## config.mk

```make
export PLATFORM = sky130hd
export DESIGN_NAME = mct_timer
export DESIGN_NICKNAME = d
export VERILOG_FILES = /design/src/mct_pkg.sv /design/src/mct_edge.sv /design/src/mct_timer.sv
export VERILOG_INCLUDE_DIRS = /design/src
export SDC_FILE = /design/constraint.sdc
export NUM_CORES = 1
export LEC_CHECK = 0
export BUFFER_PORTS_ARGS = -buffer_cell sky130_fd_sc_hd__buf_2
export CORE_MARGIN = 3
export CORE_UTILIZATION = 30
export CTS_BUF_LIST = sky130_fd_sc_hd__clkbuf_2 sky130_fd_sc_hd__clkbuf_4 sky130_fd_sc_hd__clkbuf_8
export DETAILED_ROUTE_END_ITERATION = 10
export SLEW_MARGIN = 10
export SYNTH_ARGS = -nofsm -noshare
export SYNTH_HDL_FRONTEND = slang
export SYNTH_SLANG_ARGS = --single-unit
```

## constraint.sdc

```tcl
create_clock -name aclk -period 4.6 [get_ports aclk]
set_clock_uncertainty 0.2 [all_clocks]
set_input_delay 0.92 -clock aclk [delete_from_list [all_inputs] [get_ports aclk]]
set_output_delay 0.92 -clock aclk [all_outputs]
set_load 0.02 [all_outputs]
```

## src/mct_defines.svh

```systemverilog
// Constants for the match/capture counter-timer: register offsets, field
// positions, reset values. Assumes an AXI4-Lite slave with 32-bit words.
//
// Overview of operation
// - Counter builds as 32-bit or 16-bit width
// - Prescaler of counter width divides counting clock
// - Timer mode or external-edge counter mode selectable
// - Four match registers compared with running count
// - Match may interrupt while counter keeps running
// - Match may stop the counter
// - Match may reset the counter to zero
// - Match outputs go low, high, toggle, or hold
// - Capture edge loads count into capture register
// - Capture event may raise an interrupt
// - Capture edge may clear counter and prescaler
// - Clear edge and capture edge chosen independently
`ifndef MCT_DEFINES_SVH
`define MCT_DEFINES_SVH

// ----------------------------------------------------------------------
// Register byte offsets
// ----------------------------------------------------------------------
`define MCT_ADDR_CTRL     8'h00
`define MCT_ADDR_COUNT    8'h04
`define MCT_ADDR_PRE_LIM  8'h08
`define MCT_ADDR_PRE_CNT  8'h0c
`define MCT_ADDR_MCTL     8'h10
`define MCT_ADDR_CAPCTL   8'h14
`define MCT_ADDR_CAPVAL   8'h18
`define MCT_ADDR_STATUS   8'h1c
`define MCT_ADDR_MASK     8'h20
`define MCT_ADDR_EXTOUT   8'h24
`define MCT_ADDR_MATCH0   8'h30
`define MCT_ADDR_MATCH1   8'h34

// ----------------------------------------------------------------------
// Field positions
// ----------------------------------------------------------------------
`define MCT_CTRL_EN       0
`define MCT_CTRL_CMODE    1
`define MCT_CTRL_CEDGE_LO 2
`define MCT_CAP_RISE      0
`define MCT_CAP_FALL      1
`define MCT_CLR_RISE      2
`define MCT_CLR_FALL      3
`define MCT_STAT_CAP      4
`define MCT_NUM_MATCH     4

// ----------------------------------------------------------------------
// Reset values and bus answers
// ----------------------------------------------------------------------
`define MCT_CTRL_RST      32'h0000_0000
`define MCT_RESP_OKAY     2'h0
`define MCT_RESP_SLVERR   2'h2

`endif

```

## src/mct_pkg.sv

```systemverilog
// Types shared by the counter-timer files.
// Assumes the defines header is compiled alongside.
package mct_pkg;
    // Action on each match output pin
    typedef enum logic [1:0] {
        EXT_HOLD   = 2'h0,
        EXT_LOW    = 2'h1,
        EXT_HIGH   = 2'h2,
        EXT_TOGGLE = 2'h3
    } ext_action_type;
endpackage

```

## src/mct_edge.sv

```systemverilog
// Edge detector for the external count and capture inputs.
// Assumes inputs are already synchronous to aclk.
module mct_edge (
    input  wire logic aclk,
    input  wire logic aresetn,
    input  wire logic sig,
    output logic      rise,
    output logic      fall
);
    logic sig_q;

    // Previous sample; the input is taken as synchronous
    always_ff @(posedge aclk) begin
        if (!aresetn) begin
            sig_q <= 1'b0;
        end else begin
            sig_q <= sig;
        end
    end

    assign rise = sig & ~sig_q;
    assign fall = ~sig & sig_q;
endmodule

```

## src/mct_timer.sv

```systemverilog
// Match/capture counter-timer with AXI4-Lite register access.
// Assumes capture and count inputs synchronous to aclk.
`include "mct_defines.svh"
module mct_timer #(
    parameter int WIDTH = 32
) (
    input  wire logic        aclk,
    input  wire logic        aresetn,
    input  wire logic [7:0]  s_axi_awaddr,
    input  wire logic        s_axi_awvalid,
    output logic             s_axi_awready,
    input  wire logic [31:0] s_axi_wdata,
    input  wire logic [3:0]  s_axi_wstrb,
    input  wire logic        s_axi_wvalid,
    output logic             s_axi_wready,
    output logic [1:0]       s_axi_bresp,
    output logic             s_axi_bvalid,
    input  wire logic        s_axi_bready,
    input  wire logic [7:0]  s_axi_araddr,
    input  wire logic        s_axi_arvalid,
    output logic             s_axi_arready,
    output logic [31:0]      s_axi_rdata,
    output logic [1:0]       s_axi_rresp,
    output logic             s_axi_rvalid,
    input  wire logic        s_axi_rready,
    input  wire logic        cap_in,
    input  wire logic        count_in,
    output logic [3:0]       match_out,
    output logic             irq
);
    localparam int NM = `MCT_NUM_MATCH;

    // ------------------------------------------------------------------
    // State
    // ------------------------------------------------------------------
    logic [2:0]       ctrl_q;
    logic [WIDTH-1:0] count_q;
    logic [WIDTH-1:0] pre_lim_q;
    logic [WIDTH-1:0] pre_cnt_q;
    logic [11:0]      mctl_q;     // Per match: irq, reset, stop
    logic [3:0]       capctl_q;
    logic [WIDTH-1:0] capval_q;
    logic [4:0]       status_q;
    logic [4:0]       mask_q;
    logic [7:0]       extctl_q;
    logic [WIDTH-1:0] match_q [NM];
    logic [3:0]       ext_q;
    logic             irq_q;

    logic aw_q, w_q, bvalid_q, rvalid_q;
    logic [7:0]  awaddr_q;
    logic [31:0] wdata_q, rdata_q;
    logic [1:0]  bresp_q, rresp_q;
    logic [3:0]  s_axi_wstrb_q;
    logic        awready_q, wready_q, arready_q; // Readies kept in flops

    // ------------------------------------------------------------------
    // Input edges
    // ------------------------------------------------------------------
    wire cap_rise, cap_fall, cnt_rise, cnt_fall;

    mct_edge u_cap (
        .aclk    (aclk),
        .aresetn (aresetn),
        .sig     (cap_in),
        .rise    (cap_rise),
        .fall    (cap_fall)
    );

    mct_edge u_cnt (
        .aclk    (aclk),
        .aresetn (aresetn),
        .sig     (count_in),
        .rise    (cnt_rise),
        .fall    (cnt_fall)
    );

    // Counter mode picks one edge of count_in; timer mode every clock
    wire cnt_edge = ctrl_q[`MCT_CTRL_CEDGE_LO] ? cnt_fall : cnt_rise;
    wire tick_src = ctrl_q[`MCT_CTRL_CMODE] ? cnt_edge : 1'b1;
    wire running  = ctrl_q[`MCT_CTRL_EN];
    wire pre_wrap = running && tick_src && (pre_cnt_q == pre_lim_q);
    wire adv      = pre_wrap;

    // Capture and clear edges are chosen separately
    wire cap_ev = (capctl_q[`MCT_CAP_RISE] & cap_rise) |
                  (capctl_q[`MCT_CAP_FALL] & cap_fall);
    wire clr_ev = (capctl_q[`MCT_CLR_RISE] & cap_rise) |
                  (capctl_q[`MCT_CLR_FALL] & cap_fall);

    // ------------------------------------------------------------------
    // Match compare
    // ------------------------------------------------------------------
    wire [3:0] hit;
    genvar g;
    generate
        for (g = 0; g < NM; g++) begin : g_match
            // Qualified by advance so a held count fires only once
            assign hit[g] = adv && (count_q == match_q[g]);
        end
    endgenerate

    wire [3:0] stop_hit, rst_hit, irq_hit;
    generate
        for (g = 0; g < NM; g++) begin : g_act
            assign stop_hit[g] = hit[g] & mctl_q[3*g];
            assign rst_hit[g]  = hit[g] & mctl_q[3*g+1];
            assign irq_hit[g]  = hit[g] & mctl_q[3*g+2];
        end
    endgenerate

    // Next output level of a pin for its programmed action
    function automatic logic ext_next(input logic cur, input logic [1:0] a);
        case (mct_pkg::ext_action_type'(a))
            mct_pkg::EXT_LOW:    ext_next = 1'b0;
            mct_pkg::EXT_HIGH:   ext_next = 1'b1;
            mct_pkg::EXT_TOGGLE: ext_next = ~cur;
            default:             ext_next = cur;
        endcase
    endfunction

    // ------------------------------------------------------------------
    // Bus decode
    // ------------------------------------------------------------------
    wire wr_go = aw_q && w_q && !bvalid_q;
    wire rd_go = s_axi_arvalid && s_axi_arready;
    wire [7:0] wa = awaddr_q;
    wire [31:0] wmask = {{8{s_axi_wstrb_q[3]}}, {8{s_axi_wstrb_q[2]}},
                         {8{s_axi_wstrb_q[1]}}, {8{s_axi_wstrb_q[0]}}};
    wire [31:0] wv = wdata_q & wmask;

    function automatic logic is_match(input logic [7:0] a);
        is_match = (a >= `MCT_ADDR_MATCH0) &&
                   (a < `MCT_ADDR_MATCH0 + 8'h10) && (a[1:0] == 2'h0);
    endfunction

    function automatic logic known(input logic [7:0] a);
        known = is_match(a) || ((a <= `MCT_ADDR_EXTOUT) && a[1:0] == 2'h0);
    endfunction

    wire [1:0] widx = wa[3:2];
    wire [1:0] ridx = s_axi_araddr[3:2];
    wire wr_pre = wr_go && wa == `MCT_ADDR_PRE_CNT;
    wire wr_cnt = wr_go && wa == `MCT_ADDR_COUNT;

    // Read mux; narrow registers sit in the low bits
    logic [31:0] rmux;
    always_comb begin
        rmux = 32'h0000_0000;
        case (s_axi_araddr)
            `MCT_ADDR_CTRL:    rmux[2:0] = ctrl_q;
            `MCT_ADDR_COUNT:   rmux[WIDTH-1:0] = count_q;
            `MCT_ADDR_PRE_LIM: rmux[WIDTH-1:0] = pre_lim_q;
            `MCT_ADDR_PRE_CNT: rmux[WIDTH-1:0] = pre_cnt_q;
            `MCT_ADDR_MCTL:    rmux[11:0] = mctl_q;
            `MCT_ADDR_CAPCTL:  rmux[3:0] = capctl_q;
            `MCT_ADDR_CAPVAL:  rmux[WIDTH-1:0] = capval_q;
            `MCT_ADDR_STATUS:  rmux[4:0] = status_q;
            `MCT_ADDR_MASK:    rmux[4:0] = mask_q;
            `MCT_ADDR_EXTOUT:  rmux[7:0] = extctl_q;
            default: begin
                if (is_match(s_axi_araddr)) begin
                    rmux[WIDTH-1:0] = match_q[ridx];
                end
            end
        endcase
    end

    // ------------------------------------------------------------------
    // AXI4-Lite handshakes; each channel taken independently
    // ------------------------------------------------------------------
    always_ff @(posedge aclk) begin
        if (!aresetn) begin
            aw_q <= 1'b0;
            w_q <= 1'b0;
            bvalid_q <= 1'b0;
            rvalid_q <= 1'b0;
            awaddr_q <= 8'h00;
            wdata_q <= 32'h0000_0000;
            s_axi_wstrb_q <= 4'h0;
            rdata_q <= 32'h0000_0000;
            bresp_q <= 2'h0;
            rresp_q <= 2'h0;
            awready_q <= 1'b1;
            wready_q <= 1'b1;
            arready_q <= 1'b1;
        end else begin
            if (s_axi_awvalid && !aw_q) begin
                aw_q <= 1'b1;
                awready_q <= 1'b0;
                awaddr_q <= s_axi_awaddr;
            end
            if (s_axi_wvalid && !w_q) begin
                w_q <= 1'b1;
                wready_q <= 1'b0;
                wdata_q <= s_axi_wdata;
                s_axi_wstrb_q <= s_axi_wstrb;
            end
            if (wr_go) begin
                aw_q <= 1'b0;
                w_q <= 1'b0;
                awready_q <= 1'b1;
                wready_q <= 1'b1;
                bvalid_q <= 1'b1;
                bresp_q <= known(wa) ? `MCT_RESP_OKAY : `MCT_RESP_SLVERR;
            end else if (bvalid_q && s_axi_bready) begin
                bvalid_q <= 1'b0;
            end
            if (rd_go) begin
                rvalid_q <= 1'b1;
                arready_q <= 1'b0;
                rdata_q <= rmux;
                rresp_q <= known(s_axi_araddr) ? `MCT_RESP_OKAY
                                               : `MCT_RESP_SLVERR;
            end else if (rvalid_q && s_axi_rready) begin
                rvalid_q <= 1'b0;
                arready_q <= 1'b1;
            end
        end
    end

    assign s_axi_awready = awready_q;
    assign s_axi_wready  = wready_q;
    assign s_axi_arready = arready_q;
    assign s_axi_bvalid  = bvalid_q;
    assign s_axi_bresp   = bresp_q;
    assign s_axi_rvalid  = rvalid_q;
    assign s_axi_rdata   = rdata_q;
    assign s_axi_rresp   = rresp_q;

    // ------------------------------------------------------------------
    // Configuration registers
    // ------------------------------------------------------------------
    wire any_stop = |stop_hit;
    always_ff @(posedge aclk) begin
        if (!aresetn) begin
            ctrl_q <= 3'h0;
            pre_lim_q <= '0;
            mctl_q <= 12'h000;
            capctl_q <= 4'h0;
            mask_q <= 5'h00;
            extctl_q <= 8'h00;
        end else begin
            if (wr_go && wa == `MCT_ADDR_CTRL) begin
                ctrl_q <= wv[2:0];
            end
            if (any_stop) begin
                ctrl_q[`MCT_CTRL_EN] <= 1'b0;
            end
            if (wr_go && wa == `MCT_ADDR_PRE_LIM) begin
                pre_lim_q <= wv[WIDTH-1:0];
            end
            if (wr_go && wa == `MCT_ADDR_MCTL) begin
                mctl_q <= wv[11:0];
            end
            if (wr_go && wa == `MCT_ADDR_CAPCTL) begin
                capctl_q <= wv[3:0];
            end
            if (wr_go && wa == `MCT_ADDR_MASK) begin
                mask_q <= wv[4:0];
            end
            if (wr_go && wa == `MCT_ADDR_EXTOUT) begin
                extctl_q <= wv[7:0];
            end
        end
    end

    generate
        for (g = 0; g < NM; g++) begin : g_mreg
            always_ff @(posedge aclk) begin
                if (!aresetn) begin
                    match_q[g] <= '0;
                end else if (wr_go && is_match(wa) && widx == 2'(g)) begin
                    match_q[g] <= wv[WIDTH-1:0];
                end
            end
        end
    endgenerate

    // ------------------------------------------------------------------
    // Prescaler and counter; capture clear beats everything else
    // ------------------------------------------------------------------
    always_ff @(posedge aclk) begin
        if (!aresetn) begin
            pre_cnt_q <= '0;
            count_q <= '0;
        end else begin
            if (clr_ev) begin
                pre_cnt_q <= '0;
                count_q <= '0;
            end else begin
                if (wr_pre) begin
                    pre_cnt_q <= wv[WIDTH-1:0];
                end else if (pre_wrap) begin
                    pre_cnt_q <= '0;
                end else if (running && tick_src) begin
                    pre_cnt_q <= pre_cnt_q + 1'b1;
                end
                if (wr_cnt) begin
                    count_q <= wv[WIDTH-1:0];
                end else if (|rst_hit) begin
                    count_q <= '0;
                end else if (adv && !any_stop) begin
                    count_q <= count_q + 1'b1;
                end
            end
        end
    end

    // ------------------------------------------------------------------
    // Capture, status, interrupt and match pins
    // ------------------------------------------------------------------
    wire [4:0] ev = {cap_ev, irq_hit};
    wire [4:0] w1c = (wr_go && wa == `MCT_ADDR_STATUS) ? wv[4:0] : 5'h00;
    wire [4:0] mask_d = (wr_go && wa == `MCT_ADDR_MASK) ? wv[4:0] : mask_q;
    always_ff @(posedge aclk) begin
        if (!aresetn) begin
            capval_q <= '0;
            status_q <= 5'h00;
            irq_q <= 1'b0;
        end else begin
            if (cap_ev) begin
                capval_q <= count_q;
            end
            status_q <= (status_q & ~w1c) | ev;
            // Next mask too, so irq never lags a mask write
            irq_q <= |(((status_q & ~w1c) | ev) & mask_d);
        end
    end

    generate
        for (g = 0; g < NM; g++) begin : g_ext
            always_ff @(posedge aclk) begin
                if (!aresetn) begin
                    ext_q[g] <= 1'b0;
                end else if (hit[g]) begin
                    ext_q[g] <= ext_next(ext_q[g], extctl_q[2*g+1:2*g]);
                end
            end
        end
    endgenerate

    assign match_out = ext_q;
    assign irq = irq_q;

    // ------------------------------------------------------------------
    // Assertions
    // ------------------------------------------------------------------
    a_stop_halts: assert property (@(posedge aclk) disable iff (!aresetn)
        any_stop && !clr_ev |=> !ctrl_q[`MCT_CTRL_EN])
        else $error("stop on match did not halt");
    a_reset_zero: assert property (@(posedge aclk) disable iff (!aresetn)
        |rst_hit && !clr_ev && !wr_cnt |=> count_q == '0)
        else $error("reset on match did not zero count");
    a_cap_load: assert property (@(posedge aclk) disable iff (!aresetn)
        cap_ev |=> capval_q == $past(count_q))
        else $error("capture value wrong");
    a_clear_both: assert property (@(posedge aclk) disable iff (!aresetn)
        clr_ev |=> count_q == '0 && pre_cnt_q == '0)
        else $error("capture clear failed");
    a_flag_set: assert property (@(posedge aclk) disable iff (!aresetn)
        |irq_hit |=> (status_q[3:0] & $past(irq_hit)) == $past(irq_hit))
        else $error("match flag not set");
    a_cap_flag: assert property (@(posedge aclk) disable iff (!aresetn)
        cap_ev |=> status_q[`MCT_STAT_CAP])
        else $error("capture flag not set");
    a_pre_wrap: assert property (@(posedge aclk) disable iff (!aresetn)
        pre_wrap && !clr_ev && !wr_pre |=> pre_cnt_q == '0)
        else $error("prescaler did not wrap");
    a_run_count: assert property (@(posedge aclk) disable iff (!aresetn)
        adv && !clr_ev && !wr_cnt && !(|rst_hit) && !any_stop
        |=> count_q == $past(count_q) + 1'b1)
        else $error("count did not advance");
    a_hold_idle: assert property (@(posedge aclk) disable iff (!aresetn)
        !running && !clr_ev && !wr_cnt |=> $stable(count_q))
        else $error("count moved while stopped");
    a_irq_level: assert property (@(posedge aclk) disable iff (!aresetn)
        irq_q == |(status_q & mask_q))
        else $error("irq does not follow status and mask");
    c_match: cover property (@(posedge aclk) |hit);
    c_capture: cover property (@(posedge aclk) cap_ev);
    c_clear: cover property (@(posedge aclk) clr_ev);
    c_stop: cover property (@(posedge aclk) any_stop);
endmodule

```

; Yosys cells after proc, flatten, opt, wreduce, memory -nomap -nowiden
; Memories as Yosys holds them, arrays and structs flattened.
; Cells that the tools add are included.
[classes]
div = 0
n_reduce_logical = 67
n_bitwise = 40
n_addsub = 2
shift = 0
n_mux = 46
multipliers = 0
eq_ne = 37
order_cmp = 6
[op_table]
columns = operator, n
row1 = 32-bit 2-to-1 mux, 11
row2 = 32-bit == test, 5
row3 = 20-bit one-hot mux with 5 select lines, 1
row4 = 32-bit by 1-bit adder with 32-bit output (second input constant), 2
row5 = 8-bit by 5-bit == test with 1-bit output (second input constant), 7
row6 = 1-bit logical AND, 34
row7 = 32-bit bitwise AND, 1
row8 = 8-bit by 4-bit == test with 1-bit output (second input constant), 4
row9 = 8-bit by 6-bit == test with 1-bit output (second input constant), 4
row10 = 3-bit one-hot mux with 10 select lines, 1
row11 = 4-bit one-hot mux with 6 select lines, 1
row12 = 1-bit 2-to-1 mux, 21
row13 = 3-bit one-hot mux with 7 select lines, 1
row14 = 1-bit bitwise AND, 20
row15 = 2-bit == test (second input constant), 10
row16 = 3-bit nonzero test, 6
row17 = 8-bit by 3-bit == test with 1-bit output (second input constant), 2
row18 = 8-bit by 6-bit >= comparator with 1-bit output (second input constant), 2
row19 = 8-bit by 6-bit <= comparator with 1-bit output (second input constant), 2
row20 = 8-bit logical NOT, 2
row21 = 8-bit by 7-bit less-than comparator with 1-bit output (second input constant), 2
row22 = 5-bit OR reduction, 3
row23 = 1-bit one-hot mux with 3 select lines, 4
row24 = 4-bit OR reduction, 3
row25 = 17 further kinds, 49
[word_totals]
n_memories = 1
inputBits = 61
elab_cells = 230
romBits = 0
reg_bits = 259
latch_bits = 0
ramBits = 128
out_inout_bits = 46
[mem_list]
columns = name, depth, word_bits, rd, rd_ports_with_merged_regs, write_ports, line
row1 = match_q, 4, 32, 5, 0, 4, mct_timer.sv:46  ; logic [WIDTH-1:0] match_q [NM];

; Depth between registers and ports, before layout
[logic_depth]
ltp_word = 14
mapped_depth = 11
depth_no_buf = 9

; Modules after synthesis
; A second synthesis with hierarchy kept.
[unflattened]
hier_cells = 2098
hier_area_um2 = 19155.9
[modules_own_cells]
columns = mod, cells_each, seq_area_each_um2, n_inst, area_per_inst_um2
row1 = mct_timer, 2090, 8948.6, 1, 19078.3
row2 = mct_edge, 4, 20.0, 2, 38.8

; Worst setup path before layout
; No wires, ideal clock.
[synth_timing]
kind = register to register
from = register bvalid_q, in the netlist s_axi_bvalid
to = memory match_q[0][0] (enable)
setup_ns = 0.470
setup_slack_ns = 0.396
path_stages_with_launch = 5
synth_period_minus_slack_ns = 4.204
t_required_ns = 3.930
t_arrival_ns = 3.534
n_path_buf = 0
path_cell_list = dfxtp_1 > nand3b_4 > nor3_1 > nand4_1 > o31ai_1
[synth_lines]
columns = element, line
row1 = from (decl), mct_timer.sv:50  ; logic aw_q, w_q, bvalid_q, rvalid_q;
row2 = from (signal assigned), mct_timer.sv:176  ; bvalid_q <= 1'b0;
row3 = from (signal assigned), mct_timer.sv:204  ; bvalid_q <= 1'b1;
row4 = from (signal assigned), mct_timer.sv:207  ; bvalid_q <= 1'b0;
row5 = to (decl), mct_timer.sv:46

; Final worst setup path
[layout_timing]
from = register count_q[2]
to = register count_q[26]
[layout_via]
elab_chain_cells = 7
word_cells_on_any_way = 25
cone_classes = add/sub: 1 / eq/ne: 4 / mux: 3 / bitwise: 8 / reduce/logical: 9
[layout_rtl]
columns = element, line
row1 = from (decl), mct_timer.sv:37  ; logic [WIDTH-1:0] count_q;
row2 = from (signal assigned), mct_timer.sv:300  ; count_q <= wv[WIDTH-1:0];
row3 = from (signal assigned), mct_timer.sv:304  ; count_q <= count_q + 1'b1;
row4 = "parallel branches: the longest is 7 deep, another holds 32-bit by 1-bit adder with 32-bit output", --
; Parallel ways; which one is timed is not known. The select of a mux whose other input is x is not followed.
; A chain may end at the register's enable or synchronous reset.

==> key figures <==
Global route
  – GRT Total Usage: 20.82%
  – Initial antenna violation count: 1
  – Remaining Overflow, GRT: 0
  – Largest net degree at the start of global routing: between 60 and 70
  – First-pass GRT wire length: 105500 um
  – Vias in the first global route: 16440

STA
  – Setup violations, final: 0
  – Fmax: approximately 0.28 GHz
  – Final worst path period share: roughly 76%
  – Final worst path period need: between 3 and 4 ns
  – Slew @ Worst Pin: about 1.3 ns
  – RSZ-0062 raised after global routing: false
  – Fin. Hold Viols: 0
  – Setup TNS: 0 ns
  – Slew headroom: approximately 14%
  – Max Slew Vio Count: 0

Yosys
  – Mapped Cells: about 2100
  – Asr flop ratio synth: 0%
  – Post-synth EDFFs: around 130
  – Area share of the largest cell type after synthesis: between 20% and 30%
  – Largest area contributor in the netlist: dfxtp_1
  – Commonest register cell after synthesis: dfxtp_1
  – Flip-flop and latch count after synthesis: 385
  – Synth unique cells: 66
  – Seq/Total Area, Yosys: 46.87%
  – Commonest cells in the netlist: 347 x nor2_1, 271 x nand2_1, 257 x dfxtp_1
  – Synthesized area: 19180 sq um
  – Top post-synthesis cells by area: dfxtp_1 27%, edfxtp_1 20%, xnor2_1 8.5%
  – Synth warn: 0
  – Most frequent cell after synthesis: nor2_1
  – Syn_area_per_cell: approximately 9 sq um

Routing
  – Mean routed wirelength per cell: approximately 23 um
  – Avg Vias per Cell: about 5.6
  – Vias: ~17000
  – M1 WL: roughly 29000 um
  – Top Layer Used: met4
  – Wire length on met2: ~31000 um
  – Drt drc: 4
  – Post-route ant nets: 0
  – Starting DRC count in detailed routing: 2203
  – Drt total wl: ~72000 um
  – Met3 WL post-DR: 7623 um
  – DR pass1 iterations: 11

Power
  – P_leak: a little over 0.007 uW
  – PwrDens: roughly 340 nW/um^2
  – Worst vdd ir: ~0.00014 V

Placed design
  – Port-buffer cells: between 100 and 150
  – Dpl hpwl: between 50000 and 60000 um
  – Gp weighted congestion: around 1.1

Run status
  – Status: complete, but fails checks
  – Failing checks: design-rule violations

Worst setup path
  – CP Data Arrival Time: 3.86 ns
  – Crit start category: register
  – CP peak stage delay: a little under 0.7 ns
  – Worst Path Max Fanout: 12
  – CP Cell Sequence: xnor2_1, nand4_1, nor4_1, and2_1, a22o_1, nand4b_2, and2_1, mux2i_1
  – Critical Path End Type: register
  – Most used cell, CP: and2_1
  – WP data required: 4.95 ns
  – Crit-path slowest cell: and2_1
  – Critical path class: register to register

CTS
  – CTS tree: yes
  – CTS Sinks: about 390
  – CTS Hold Bufs: 0
  – H-tree depth: 3
  – Clock transition at path regs: approximately 0.06 ns
  – Inserted Clock Buffers: 68
  – Max Root-Sink Buffers: 3
  – Worst skew pair latency: roughly 0.65 ns
  – Clock root buffer: clkbuf_8
  – Setup Fix Bufs, Post-CTS: 0
  – Cts repair resizes: 0

Die
  – Rows: 92
  – Chip width: roughly 260 um
  – Chip Height: ~260 um
  – I/O pins: 107
  – Initial core utilization: 30.35%
  – Full die area: about 67000 sq um
  – Core region area: 63200 sq um

Cells and area
  – Total Nets Final: roughly 2200
  – Post-layout util: between 30% and 40%
  – Fill cells: ~6400
  – Share of layout cells above drive strength 1: about 15%
  – P&R area growth vs syn: 13.56%

Min path
  – Min-Delay Path Class: register to register

Job
  – Max Cap Viol: 0
[worst max-delay path, delay by kind of cell (launching register included)]
kind	cells	cell delay (ns)
xor+xnor	1	0.30
compound gates	1	0.22
simple gates	5	1.79
flops	1	0.65
mux	1	0.26
[path summary, 6_finish.rpt]
check / start / end / slack (ns) / cells after the start
worst max-delay path: count_q[2] / count_q[26] / 1.08 / 8
worst min-delay path: wdata_q[19] / wdata_q[19] / 0.25 / 2
worst max register to register: count_q[2] / count_q[26] / 1.08 / 8
worst min register to register: wdata_q[19] / wdata_q[19] / 0.25 / 2
[metrics by stage]
stage	area (sq um)	instances	total power (uW)	hold WS [ns]	setup slack (ns)
detailed placement	20440	2948	4247	0.2437	1.055
global placement	20440	2948	4240	0.2386	1.062
global route	21770	3063	7625	0.2675	0.9337
finish	21780	3066	7379	0.2540	1.083
CTS	21770	3063	7432	0.2524	1.230
floorplan	19180	2126	4032	0.2315	0.3963
[power breakdown]
part	leakage [uW]	switching [uW]	internal, uW	total (uW)
clock	0.000713	1430	1770	3200
sequential	0.00340	84.7	3600	3680
combinational	0.00304	326	171	497
[final cells by class]
cell class,count,area (sq um),share of cell area (%)
Multi-Input combinational cell,1556,9492,43.58
Sequential cell,385,8989,41.27
Clock buffer,103,1242,5.705
Tap cell,846,1059,4.860
Timing Repair Buffer,148,850.8,3.907
Clock inverter,12,87.58,0.4022
Inverter,13,51.30,0.2356
Antenna cell,3,7.507,0.03447
[per-layer routing]
| metal | vias to the layer above | global-route usage (%) |
|---|---|---|
| met3 | 204 | 4.231 |
| met2 | 1053 | 31.61 |
| met1 | 8390 | 27.73 |
| met5 | - | 0 |
| met4 | 0 | 11.45 |
| li1 | 7620 | - |
[flip-flops by register name, summed over array words and instances (netlist names), 3 cells and up]
register / count
extctl_q: 8
s_axi_wstrb_q: 4
awaddr_q: 8
capctl_q: 4
match_out: 4
count_q: 32
pre_lim_q: 32
mask_q: 5
capval_q: 32
match_q: 128
mctl_q: 12
wdata_q: 32
pre_cnt_q: 32
s_axi_rdata: 32
ctrl_q: 3
status_q: 5
[cells by family (layout without fill, tap and decap cells)]
logic type | Yosys count | count (layout) | synth area share, %
adder cells (fa/ha/maj) | 2 | 2 | 0.1305
buffers and inverters | 185 | 276 | 3.954
AO/OA/AOI/OAI | 444 | 444 | 14.93
other | 1 | 5 | 0.01955
multiplexers | 59 | 59 | 5.167
flip-flops | 385 | 385 | 46.87
AND/OR/NAND/NOR | 846 | 846 | 19.66
XOR/XNOR | 203 | 203 | 9.271
[layout by cell type, fill, tap and decap left out, drive strengths merged, types with 10 or more instances in the layout]
cell | netlist | final
xor2 | 16 | 16
and2 | 23 | 23
edfxtp | 128 | 128
inv | 13 | 13
o221a | 11 | 11
o21a | 11 | 11
and3 | 16 | 16
nand2b | 15 | 15
a222oi | 27 | 27
nand3 | 46 | 46
nand2 | 271 | 271
nor3 | 14 | 14
nor2 | 347 | 347
a221oi | 40 | 40
clkbuf | 124 | 103
dfxtp | 257 | 257
nor4 | 14 | 14
buf | 48 | 148
nand4 | 56 | 56
xnor2 | 187 | 187
o2111ai | 10 | 10
a21oi | 221 | 221
o21ai | 53 | 53
a31oi | 14 | 14
mux2i | 27 | 27
mux4 | 32 | 32
No activity file was read; power rests on OpenSTA's default activity.
